File: config.mk
export PLATFORM = sky130hd
export DESIGN_NAME = tpm_core
export DESIGN_NICKNAME = d
export VERILOG_FILES = /design/src/tpm_pkg.sv /design/src/tpm_carrier.sv /design/src/tpm_compare.sv /design/src/tpm_core.sv
export SDC_FILE = /design/constraint.sdc
export NUM_CORES = 1
export LEC_CHECK = 0
export BUFFER_PORTS_ARGS = -buffer_cell sky130_fd_sc_hd__buf_4
export CORE_MARGIN = 3
export CORE_UTILIZATION = 36
export DETAILED_ROUTE_END_ITERATION = 10
export HOLD_SLACK_MARGIN = 0.06
export SYNTH_ARGS = -nofsm -noshare
export SYNTH_HDL_FRONTEND = slang
export SYNTH_SLANG_ARGS = --single-unit
File: constraint.sdc
create_clock -name clk -period 8.34 [get_ports clk]
set_input_delay 1.668 -clock clk [delete_from_list [all_inputs] [get_ports clk]]
set_output_delay 1.668 -clock clk [all_outputs]
set_load 0.01 [all_outputs]
File: src/tpm_pkg.sv
// constants and types shared by the three-phase pwm core
// Notes on behaviour
// [RL1] port field gates upper and lower phase pins
// [RL2] tool break with high-z setting floats all
// [RL3] synthesis disabled means every pin high-z
// [RL4] emergency event uses emergency mode gating
// [RL5] source bit picks bus or engine values
// [RL6] compare, trigger, output shadows load at update
// [RL7] sixteen-bit counter, one count per clock
// [RL8] mode zero sawtooth, mode one triangle
// [RL9] extension bit slows counting four times
// [RL10] period shadow loads per period or half
// [RL11] phase output set by compare versus counter
// [RL12] shadows transfer at period match or half
// [RL13] independent mode uses own compare per phase
// [RL14] common mode drives all from phase a
// [RL15] interrupt every half, one, two, four periods
// [RL16] duty bit zero shares phase a compare
// [RL17] interval field encodes half, one, two, four
// [RL18] timing bit picks count one or period
// [RL19] sawtooth wraps, triangle reverses at both ends
// [RL20] undefined bits read zero, ignore writes
`default_nettype none
package tpm_pkg;
  localparam logic [7:0] OFS_ENABLE      = 8'h00;
  localparam logic [7:0] OFS_PORT        = 8'h04;
  localparam logic [7:0] OFS_CTRL        = 8'h08;
  localparam logic [7:0] OFS_CNT_STATUS  = 8'h0c;
  localparam logic [7:0] OFS_COUNTER     = 8'h10;
  localparam logic [7:0] OFS_PERIOD      = 8'h14;
  localparam logic [7:0] OFS_CMP_A       = 8'h18;
  localparam logic [7:0] OFS_CMP_B       = 8'h1c;
  localparam logic [7:0] OFS_CMP_C       = 8'h20;
  localparam logic [7:0] OFS_SRC_SEL     = 8'h24;
  localparam logic [7:0] OFS_OUT_CTRL    = 8'h28;
  localparam logic [7:0] OFS_EMG_CTRL    = 8'h34;
  localparam logic [7:0] OFS_TRG0        = 8'h48;
  localparam logic [7:0] OFS_TRG1        = 8'h4c;

  localparam int CTRL_MODE_BIT   = 0;
  localparam int CTRL_INTPRD_LSB = 1;
  localparam int CTRL_IRQ_TIMING_BIT_BIT   = 3;
  localparam int CTRL_DUTY_BIT   = 4;
  localparam int CTRL_EXT_BIT    = 6;
  localparam logic [6:0] CTRL_MASK = 7'h5f;
  localparam int EMG_EN_BIT      = 0;
  localparam int EMG_MODE_LSB    = 1;
  localparam int EMG_CLR_BIT     = 3;
  localparam int EMG_FLAG_BIT    = 8;

  localparam logic [1:0] INTPRD_HALF = 2'h0;
  localparam logic [1:0] INTPRD_TWO  = 2'h2;
  localparam logic [1:0] INTPRD_FOUR = 2'h3;
  localparam logic [1:0] PORT_HIZ    = 2'h0;
  localparam logic [15:0] CNT_ONE    = 16'h0001;

  // count resolution in picoseconds
  localparam int RES_NORMAL_PS = 12500;
  localparam int RES_EXT_PS    = 50000;
  localparam int EXT_DIV       = RES_EXT_PS / RES_NORMAL_PS;
  localparam logic [1:0] EXT_LAST = 2'(EXT_DIV - 1);

  localparam logic [1:0] RESP_OKAY   = 2'h0;
  localparam logic [1:0] RESP_DECERR = 2'h3;

  typedef struct packed {
    logic [2:0][15:0] cmp;
    logic [15:0]      trg0;
    logic [15:0]      trg1;
    logic [5:0]       outctl;
  } tpm_buf_t;

  typedef struct packed {
    logic [2:0] upper_o;
    logic [2:0] upper_oe;
    logic [2:0] lower_o;
    logic [2:0] lower_oe;
  } tpm_pins_t;
endpackage : tpm_pkg
`default_nettype wire

File: src/tpm_carrier.sv
// carrier counter: sawtooth or triangle with optional slow count
`default_nettype none
module tpm_carrier
  import tpm_pkg::*;
#(
  parameter int CNT_W = 16
)(
  input  wire logic             clk,
  input  wire logic             rst,
  input  wire logic             run,
  input  wire logic             tri_mode,
  input  wire logic             ext,
  input  wire logic [CNT_W-1:0] period,
  output logic      [CNT_W-1:0] cnt,
  output logic                  down,
  output logic                  step
);
  typedef struct packed {
    logic [CNT_W-1:0] cnt;
    logic             down;
    logic [1:0]       pre;
  } tpm_car_state_t;

  tpm_car_state_t q;
  tpm_car_state_t next_q;

  // one count per clock, or one per four clocks when extended
  assign step = run && (!ext || q.pre == EXT_LAST); // RL7 RL9

  always_comb
  begin
    next_q = q;
    if (!run)
    begin
      next_q = '0;
    end
    else
    begin
      next_q.pre = ext ? 2'(q.pre + 2'h1) : 2'h0; // RL9
      if (step)
      begin
        if (!tri_mode)
        begin
          next_q.down = 1'b0;
          next_q.cnt  = (q.cnt >= period) ? '0 : CNT_W'(q.cnt + 1'b1); // RL8 RL19
        end
        else if (period == '0)
        begin
          next_q.cnt  = '0;
          next_q.down = 1'b0;
        end
        else if (!q.down)
        begin
          if (q.cnt >= period)
          begin
            next_q.down = 1'b1;
            next_q.cnt  = CNT_W'(q.cnt - 1'b1); // RL19
          end
          else
          begin
            next_q.cnt = CNT_W'(q.cnt + 1'b1);
          end
        end
        else if (q.cnt == '0)
        begin
          next_q.down = 1'b0;
          next_q.cnt  = CNT_W'(1); // RL19
        end
        else
        begin
          next_q.cnt = CNT_W'(q.cnt - 1'b1);
        end
      end
    end
  end

  always_ff @(posedge clk)
  begin
    if (rst)
      q <= '0;
    else
      q <= next_q;
  end

  assign cnt  = q.cnt;
  assign down = q.down;
endmodule : tpm_carrier
`default_nettype wire

File: src/tpm_compare.sv
// per-phase duty compare and trigger match
`default_nettype none
module tpm_compare
  import tpm_pkg::*;
(
  input  wire logic     step,
  input  wire logic     own_duty,
  input  wire logic [15:0] cnt,
  input  wire tpm_buf_t act,
  output logic [2:0]    wave,
  output logic [1:0]    trg_hit
);
  genvar i;
  generate
    for (i = 0; i < 3; i++)
    begin : g_phase
      logic [15:0] duty;
      assign duty    = own_duty ? act.cmp[i] : act.cmp[0]; // RL13 RL14 RL16
      assign wave[i] = duty > cnt; // RL11
    end
  endgenerate

  assign trg_hit[0] = step && (cnt == act.trg0);
  assign trg_hit[1] = step && (cnt == act.trg1);
endmodule : tpm_compare
`default_nettype wire

File: src/tpm_core.sv
// three-phase pwm core with axi4-lite register slave
`default_nettype none
module tpm_core
  import tpm_pkg::*;
(
  input  wire logic       clk,
  input  wire logic       rst,
  input  wire logic [7:0] s_axi_awaddr,
  input  wire logic       s_axi_awvalid,
  output logic            s_axi_awready,
  input  wire logic [31:0] s_axi_wdata,
  input  wire logic [3:0] s_axi_wstrb,
  input  wire logic       s_axi_wvalid,
  output logic            s_axi_wready,
  output logic [1:0]      s_axi_bresp,
  output logic            s_axi_bvalid,
  input  wire logic       s_axi_bready,
  input  wire logic [7:0] s_axi_araddr,
  input  wire logic       s_axi_arvalid,
  output logic            s_axi_arready,
  output logic [31:0]     s_axi_rdata,
  output logic [1:0]      s_axi_rresp,
  output logic            s_axi_rvalid,
  input  wire logic       s_axi_rready,
  input  wire tpm_buf_t   ve_buf,
  input  wire logic       tool_break,
  input  wire logic       emg_in,
  output tpm_pins_t       pins,
  output logic            pwm_irq,
  output logic [1:0]      trg_pulse
);
  typedef struct packed {
    logic        awready;
    logic        wready;
    logic        arready;
    logic        aw_held;
    logic [7:0]  aw_addr;
    logic        w_held;
    logic [31:0] w_data;
    logic [3:0]  w_strb;
    logic        bvalid;
    logic [1:0]  bresp;
    logic        rvalid;
    logic [31:0] rdata;
    logic [1:0]  rresp;
    logic        enable;
    logic [1:0]  portmd;
    logic [6:0]  ctrl;
    logic        src_sel;
    logic        emg_en;
    logic [1:0]  emg_mode;
    logic        emg_flag;
    logic [15:0] prd_wr;
    logic [15:0] prd_act;
    tpm_buf_t    buf_wr;
    tpm_buf_t    buf_act;
    logic [1:0]  irq_cnt;
    logic        irq;
    logic [1:0]  trg;
    tpm_pins_t   pins;
  } tpm_top_state_t;

  tpm_top_state_t q;
  tpm_top_state_t next_q;

  logic [15:0] cnt;
  logic        down;
  logic        step;
  logic [2:0]  wave;
  logic [1:0]  trg_hit;

  logic       tri_mode;
  logic       ext;
  logic       own_duty;
  logic       irq_timing_bit;
  logic [1:0] intprd;

  assign tri_mode = q.ctrl[CTRL_MODE_BIT];
  assign ext      = q.ctrl[CTRL_EXT_BIT];
  assign own_duty = q.ctrl[CTRL_DUTY_BIT];
  assign irq_timing_bit     = q.ctrl[CTRL_IRQ_TIMING_BIT_BIT];
  assign intprd   = q.ctrl[CTRL_INTPRD_LSB +: 2];

  tpm_carrier #(
    .CNT_W (16)
  ) u_carrier (
    .clk      (clk),
    .rst      (rst),
    .run      (q.enable),
    .tri_mode (tri_mode),
    .ext      (ext),
    .period   (q.prd_act),
    .cnt      (cnt),
    .down     (down),
    .step     (step)
  );

  tpm_compare u_compare (
    .step     (step),
    .own_duty (own_duty),
    .cnt      (cnt),
    .act      (q.buf_act),
    .wave     (wave),
    .trg_hit  (trg_hit)
  );

  // register read view; bit 32 flags a mapped offset
  function automatic logic [32:0] reg_value(
    input tpm_top_state_t st,
    input logic [7:0]     a,
    input logic [15:0]    c,
    input logic           dn
  );
    logic [32:0] v;
    v = {1'b1, 32'h0};
    unique case (a)
      OFS_ENABLE:     v[0]    = st.enable;
      OFS_PORT:       v[1:0]  = st.portmd;
      OFS_CTRL:       v[6:0]  = st.ctrl;
      OFS_CNT_STATUS: v[0]    = dn;
      OFS_COUNTER:    v[15:0] = c;
      OFS_PERIOD:     v[15:0] = st.prd_wr;
      OFS_CMP_A:      v[15:0] = st.buf_wr.cmp[0];
      OFS_CMP_B:      v[15:0] = st.buf_wr.cmp[1];
      OFS_CMP_C:      v[15:0] = st.buf_wr.cmp[2];
      OFS_SRC_SEL:    v[0]    = st.src_sel;
      OFS_OUT_CTRL:   v[5:0]  = st.buf_wr.outctl;
      OFS_EMG_CTRL:
      begin
        v[EMG_EN_BIT]            = st.emg_en;
        v[EMG_MODE_LSB +: 2]     = st.emg_mode;
        v[EMG_FLAG_BIT]          = st.emg_flag;
      end
      OFS_TRG0:       v[15:0] = st.buf_wr.trg0;
      OFS_TRG1:       v[15:0] = st.buf_wr.trg1;
      default:        v       = '0;
    endcase
    return v;
  endfunction : reg_value

  always_comb
  begin
    logic [32:0] rv;
    logic [31:0] wd;
    logic        emg_clr;
    logic        at_top;
    logic        at_one;
    logic        half;
    logic        upd;
    logic        per_evt;
    logic [1:0]  irq_last;
    logic [1:0]  gate;
    logic        all_hiz;
    next_q  = q;
    rv      = '0;
    wd      = '0;
    emg_clr = 1'b0;
    at_top   = 1'b0;
    at_one   = 1'b0;
    half     = 1'b0;
    upd      = 1'b0;
    per_evt  = 1'b0;
    irq_last = 2'h0;
    gate     = 2'h0;
    all_hiz  = 1'b0;
    next_q.irq = 1'b0;

    // bus response retirement
    if (q.bvalid && s_axi_bready)
      next_q.bvalid = 1'b0;
    if (q.rvalid && s_axi_rready)
      next_q.rvalid = 1'b0;

    if (s_axi_awvalid && q.awready)
    begin
      next_q.aw_held = 1'b1;
      next_q.aw_addr = s_axi_awaddr;
    end
    if (s_axi_wvalid && q.wready)
    begin
      next_q.w_held = 1'b1;
      next_q.w_data = s_axi_wdata;
      next_q.w_strb = s_axi_wstrb;
    end

    if (q.aw_held && q.w_held && !q.bvalid)
    begin
      rv = reg_value(q, q.aw_addr, cnt, down);
      for (int b = 0; b < 4; b++)
        wd[8*b +: 8] = q.w_strb[b] ? q.w_data[8*b +: 8] : rv[8*b +: 8];
      next_q.aw_held = 1'b0;
      next_q.w_held  = 1'b0;
      next_q.bvalid  = 1'b1;
      next_q.bresp   = rv[32] ? RESP_OKAY : RESP_DECERR;
      unique case (q.aw_addr)
        OFS_ENABLE:   next_q.enable         = wd[0];
        OFS_PORT:     next_q.portmd         = wd[1:0];
        OFS_CTRL:     next_q.ctrl           = wd[6:0] & CTRL_MASK; // RL20
        OFS_PERIOD:   next_q.prd_wr         = wd[15:0];
        OFS_CMP_A:    next_q.buf_wr.cmp[0]  = wd[15:0];
        OFS_CMP_B:    next_q.buf_wr.cmp[1]  = wd[15:0];
        OFS_CMP_C:    next_q.buf_wr.cmp[2]  = wd[15:0];
        OFS_SRC_SEL:  next_q.src_sel        = wd[0];
        OFS_OUT_CTRL: next_q.buf_wr.outctl  = wd[5:0];
        OFS_EMG_CTRL:
        begin
          next_q.emg_en   = wd[EMG_EN_BIT];
          next_q.emg_mode = wd[EMG_MODE_LSB +: 2];
          emg_clr         = wd[EMG_CLR_BIT];
        end
        OFS_TRG0:     next_q.buf_wr.trg0    = wd[15:0];
        OFS_TRG1:     next_q.buf_wr.trg1    = wd[15:0];
        default:      next_q.bresp          = rv[32] ? RESP_OKAY : RESP_DECERR;
      endcase
    end

    if (s_axi_arvalid && q.arready)
    begin
      rv            = reg_value(q, s_axi_araddr, cnt, down);
      next_q.rvalid = 1'b1;
      next_q.rdata  = rv[31:0]; // RL20
      next_q.rresp  = rv[32] ? RESP_OKAY : RESP_DECERR;
    end

    next_q.awready = !next_q.aw_held && !next_q.bvalid;
    next_q.wready  = !next_q.w_held && !next_q.bvalid;
    next_q.arready = !next_q.rvalid;

    // emergency latch, a new event beats a clear
    next_q.emg_flag = (q.emg_flag && !emg_clr) || (q.emg_en && emg_in);

    // carrier events
    at_top = step && (cnt == q.prd_act);
    at_one = step && tri_mode && down && (cnt == CNT_ONE);
    half   = tri_mode && (intprd == INTPRD_HALF);
    upd    = at_top || (half && at_one) || !q.enable; // RL10 RL12

    if (upd)
    begin
      next_q.prd_act = q.prd_wr; // RL10
      next_q.buf_act = q.src_sel ? ve_buf : q.buf_wr; // RL5 RL6 RL12
    end

    // interrupt pacing
    per_evt  = (!tri_mode || irq_timing_bit) ? at_top : at_one; // RL18
    irq_last = (intprd == INTPRD_FOUR) ? 2'h3 :
               (intprd == INTPRD_TWO) ? 2'h1 : 2'h0; // RL17
    if (!q.enable)
    begin
      next_q.irq_cnt = 2'h0;
    end
    else if (half)
    begin
      next_q.irq = at_top || at_one; // RL15 RL17
    end
    else if (per_evt)
    begin
      // at or past the last count wraps at once when the interval shrinks
      next_q.irq     = (q.irq_cnt >= irq_last); // RL15
      next_q.irq_cnt = (q.irq_cnt >= irq_last) ? 2'h0 : 2'(q.irq_cnt + 2'h1);
    end

    next_q.trg = q.enable ? trg_hit : 2'h0;

    // pin gating
    gate    = q.emg_flag ? q.emg_mode : q.portmd; // RL1 RL4
    all_hiz = !q.enable || (tool_break && q.portmd == PORT_HIZ); // RL2 RL3
    next_q.pins.upper_oe = {3{!all_hiz && gate[1]}}; // RL1
    next_q.pins.lower_oe = {3{!all_hiz && gate[0]}}; // RL1
    next_q.pins.upper_o  = wave & ~q.buf_act.outctl[2:0] & next_q.pins.upper_oe;
    next_q.pins.lower_o  = ~wave & ~q.buf_act.outctl[5:3] & next_q.pins.lower_oe;
  end

  always_ff @(posedge clk)
  begin
    if (rst)
      q <= '0;
    else
      q <= next_q;
  end

  assign s_axi_awready = q.awready;
  assign s_axi_wready  = q.wready;
  assign s_axi_arready = q.arready;
  assign s_axi_bvalid  = q.bvalid;
  assign s_axi_bresp   = q.bresp;
  assign s_axi_rvalid  = q.rvalid;
  assign s_axi_rdata   = q.rdata;
  assign s_axi_rresp   = q.rresp;
  assign pins          = q.pins;
  assign pwm_irq       = q.irq;
  assign trg_pulse     = q.trg;
endmodule : tpm_core
`default_nettype wire

==> results.json <==
{
  "maxCapViolCount": 0,
  "outcome": "finished clean",
  "syn_area_mm2": 0.01698,
  "grt_max_degree": 183,
  "cts_resized": 0,
  "setup_viol": 0,
  "fin_area_mm2": 0.01949,
  "power.leakage_nw": 7.434,
  "root_buffer": "clkbuf_16",
  "num_antenna_cells": 0,
  "ir_drop_mv": 0.1630,
  "placed_cells": 2658,
  "synthTopCellsByArea": "dfxtp_1, a211oi_1, mux2i_1",
  "antenna_left": 0,
  "die_area_mm2": 0.04982,
  "antenna_found_initial": 1,
  "postCtsSetupRepairBufs": 0,
  "initial_core_util_pct": 36.95,
  "hold_viol_final": 0,
  "drt_first_pass_iters": 7,
  "instances_no_fill": 2722,
  "vias": 16040,
  "maxSlewViolCount": 0,
  "cts_sinks": 301,
  "nNetsFinal": 2314,
  "wl_met1_mm": 29.01,
  "wl_per_cell_um": 24.42,
  "reg2reg_to": "q[58]",
  "critical_path_class": "flop to flop",
  "drc_errors": 0,
  "rr_startpoint": "u_carrier.q[0]",
  "viasPerCell": 5.893,
  "ios": 203,
  "worstSetupStartpointType": "flop",
  "skew_ns": 0.01734,
  "tns_ns": 0,
  "rows": 78,
  "insertion_delay_ns": 0.56,
  "p_total_mw": 3.376,
  "worst_path_dominant_cell_family": "simple AND/OR/NAND/NOR gates",
  "clockBufferDepth": 3,
  "synth_flop_cell": "dfxtp_1",
  "ys_ff_latch": 301,
  "fillers": 4605,
  "cts_tree": "built",
  "yosys.area.top_type": "dfxtp_1",
  "cts_hold_buf": 0,
  "grt_pass1_vias": 15350,
  "die_h_um": 223.2,
  "max_stage_delay_ns": 0.95,
  "yosysUniqueCellTypes": 80,
  "fin_crit_sh_pct": 51.52,
  "grt_use_total_pct": 25.78,
  "drt-total-wl_mm": 66.48,
  "yosys_warnings": 0,
  "clkTransAtPathRegs_ns": 0.06,
  "htreeDepth": 2,
  "arrival_ns": 4.75,
  "post_dp_cell_area_mm2": 0.01822,
  "cts_buffers": 36,
  "gp_congestion": 0.9604,
  "routed-wl-met3_mm": 5.751,
  "worst-r2r-setup-slack_ns": 4.04,
  "crit_path_end": "q[58]",
  "worstSetupEndpointType": "flop",
  "syn_inst": 2061,
  "dp_hpwl_mm": 48.93,
  "synth_async_sr_flop_share_pct": 0,
  "power.density_mw_per_mm2": 173.2,
  "top_layer": "met4",
  "tightest_slew_ns": 1.324,
  "yosys-top-cells-count": "dfxtp_1, nand2_1, nor2_1",
  "r2r_cells": 9,
  "slowest_stage": "buf_4",
  "period_minus_slack_ns": 4.296,
  "portBuffers": 168,
  "die_x_um": 223.2,
  "dr_wl_met2_mm": 29.13,
  "fmax_mhz": 232.8,
  "rsz0062_at_grt": "no",
  "synth-edff-count": 0,
  "relSlewSlack_pct": 11.75,
  "first_iter_violations": 1781,
  "yosysSeqAreaShare_pct": 35.48,
  "core_mm2": 0.04597,
  "crit_buf_inv": 1,
  "cp.depth": 9,
  "startpoint": "u_carrier.q[0]",
  "yosysMostFrequentCell": "dfxtp_1",
  "grt_pass1_wl_mm": 98.43,
  "syn_area_per_cell_um2": 8.240,
  "crit_chain": "ha_1, nand2b_1, and2_1, nand3_1, nor2_2, a31o_4, buf_4, nor2_1, a211oi_1",
  "crit_required_ns": 8.79,
  "grt_overflow": 0,
  "drive_gt1_share_pct": 13.38,
  "hold_class": "flop to flop",
  "synth_top_area_share_pct": 35.48,
  "syn_to_final_growth_pct": 14.76,
  "worst-path-max-fanout": 117
}
==> flip-flops by register name, summed over array words and instances (netlist names), 2 cells and up <==
signal,count
q,243
s_axi_rdata,16
u_carrier.cnt,16
pins,8
intprd,2
trg_pulse,2
u_carrier.q,2
==> logic make-up after synthesis <==
group / share of synthesized area (%)
flip-flops: 35.48
multiplexers: 5.577
adder cells (fa/ha/maj): 5.231
AND/OR/NAND/NOR: 21.37
other: 0.02208
AO/OA/AOI/OAI: 22.35
buffers and inverters: 7.552
XOR/XNOR: 2.424
==> final cells by class <==
| type | instances | area [um^2] | area share, % |
|---|---|---|---|
| multi-input combinational | 1506 | 9742 | 49.98 |
| sequential | 301 | 6030 | 30.94 |
| timing repair buffer | 197 | 1498 | 7.684 |
| clock buffer | 50 | 1055 | 5.412 |
| tap | 600 | 750.7 | 3.852 |
| clock inverter | 14 | 212.7 | 1.091 |
| inverter | 54 | 202.7 | 1.040 |
==> worst min path at each step <==
stage / start / end / slack [ns] / cells after the start
finish: u_carrier.q[0] / u_carrier.q[0] / 0.43 / 1
global route: u_carrier.q[0] / u_carrier.q[0] / 0.43 / 1
CTS: u_carrier.q[0] / u_carrier.q[0] / 0.42 / 1
detailed placement: u_carrier.q[0] / u_carrier.q[0] / 0.41 / 1
global placement: u_carrier.q[0] / u_carrier.q[0] / 0.41 / 1
floorplan: u_carrier.q[0] / u_carrier.q[0] / 0.40 / 1
==> worst reg2reg max path: cells and delay by family, from the launching register on <==
| kind | cells | cell delay (ns) |
|---|---|---|
| buffers and inverters | 1 | 0.97 |
| adders and majority gates | 1 | 0.17 |
| and+or+nand+nor | 5 | 1.70 |
| AOI/OAI and AO/OA | 2 | 1.02 |
| DFF | 1 | 0.34 |
==> metal layers <==
| layer | global-route usage (%) | vias to the layer above |
|---|---|---|
| met1 | 35.05 | 7632 |
| met3 | 4.855 | 112 |
| met2 | 40.56 | 758 |
| li1 | - | 7540 |
| met5 | 0 | - |
| met4 | 9.783 | 0 |
==> cells in the final DEF (no fill, tap or decap), types with 11 or more instances in the layout <==
master	n
a31oi_1	14
a211o_1	11
dfxtp_1	300
and2_1	16
clkbuf_16	37
a221oi_1	26
nor3_1	31
a22o_1	11
xnor2_1	15
a22oi_1	39
ha_1	71
nand4_1	25
nand3_1	51
xor2_1	32
a222oi_1	18
nand2b_1	21
conb_1	16
mux2i_1	89
o21ai_1	14
nor4_1	21
nand2_1	216
buf_4	195
inv_1	52
a21oi_1	114
o21a_1	15
nor2b_1	13
a211oi_1	126
nor2_1	180
o21ai_0	115
nand3b_1	85
==> metrics by stage <==
| stage | util [%] | setup WS [ns] | hold WS, ns |
|---|---|---|---|
| after floorplan | - | 4.926 | 0.3961 |
| after global placement | 39.64 | 4.201 | 0.4065 |
| after detailed placement | 39.64 | 4.137 | 0.4086 |
| after CTS | 42.40 | 4.090 | 0.4232 |
| after global routing | 42.40 | 3.710 | 0.4325 |
| final | 42.40 | 4.044 | 0.4263 |
==> where the power goes <==
| group | internal, mW | leakage (nW) | switching [mW] | total (mW) |
|---|---|---|---|---|
| Clock | 1.04 | 0.624 | 0.651 | 1.69 |
| Combinational | 0.0895 | 4.38 | 0.122 | 0.212 |
| Sequential | 1.45 | 2.43 | 0.0195 | 1.47 |
Note: power is estimated with default switching activity, not from simulation.
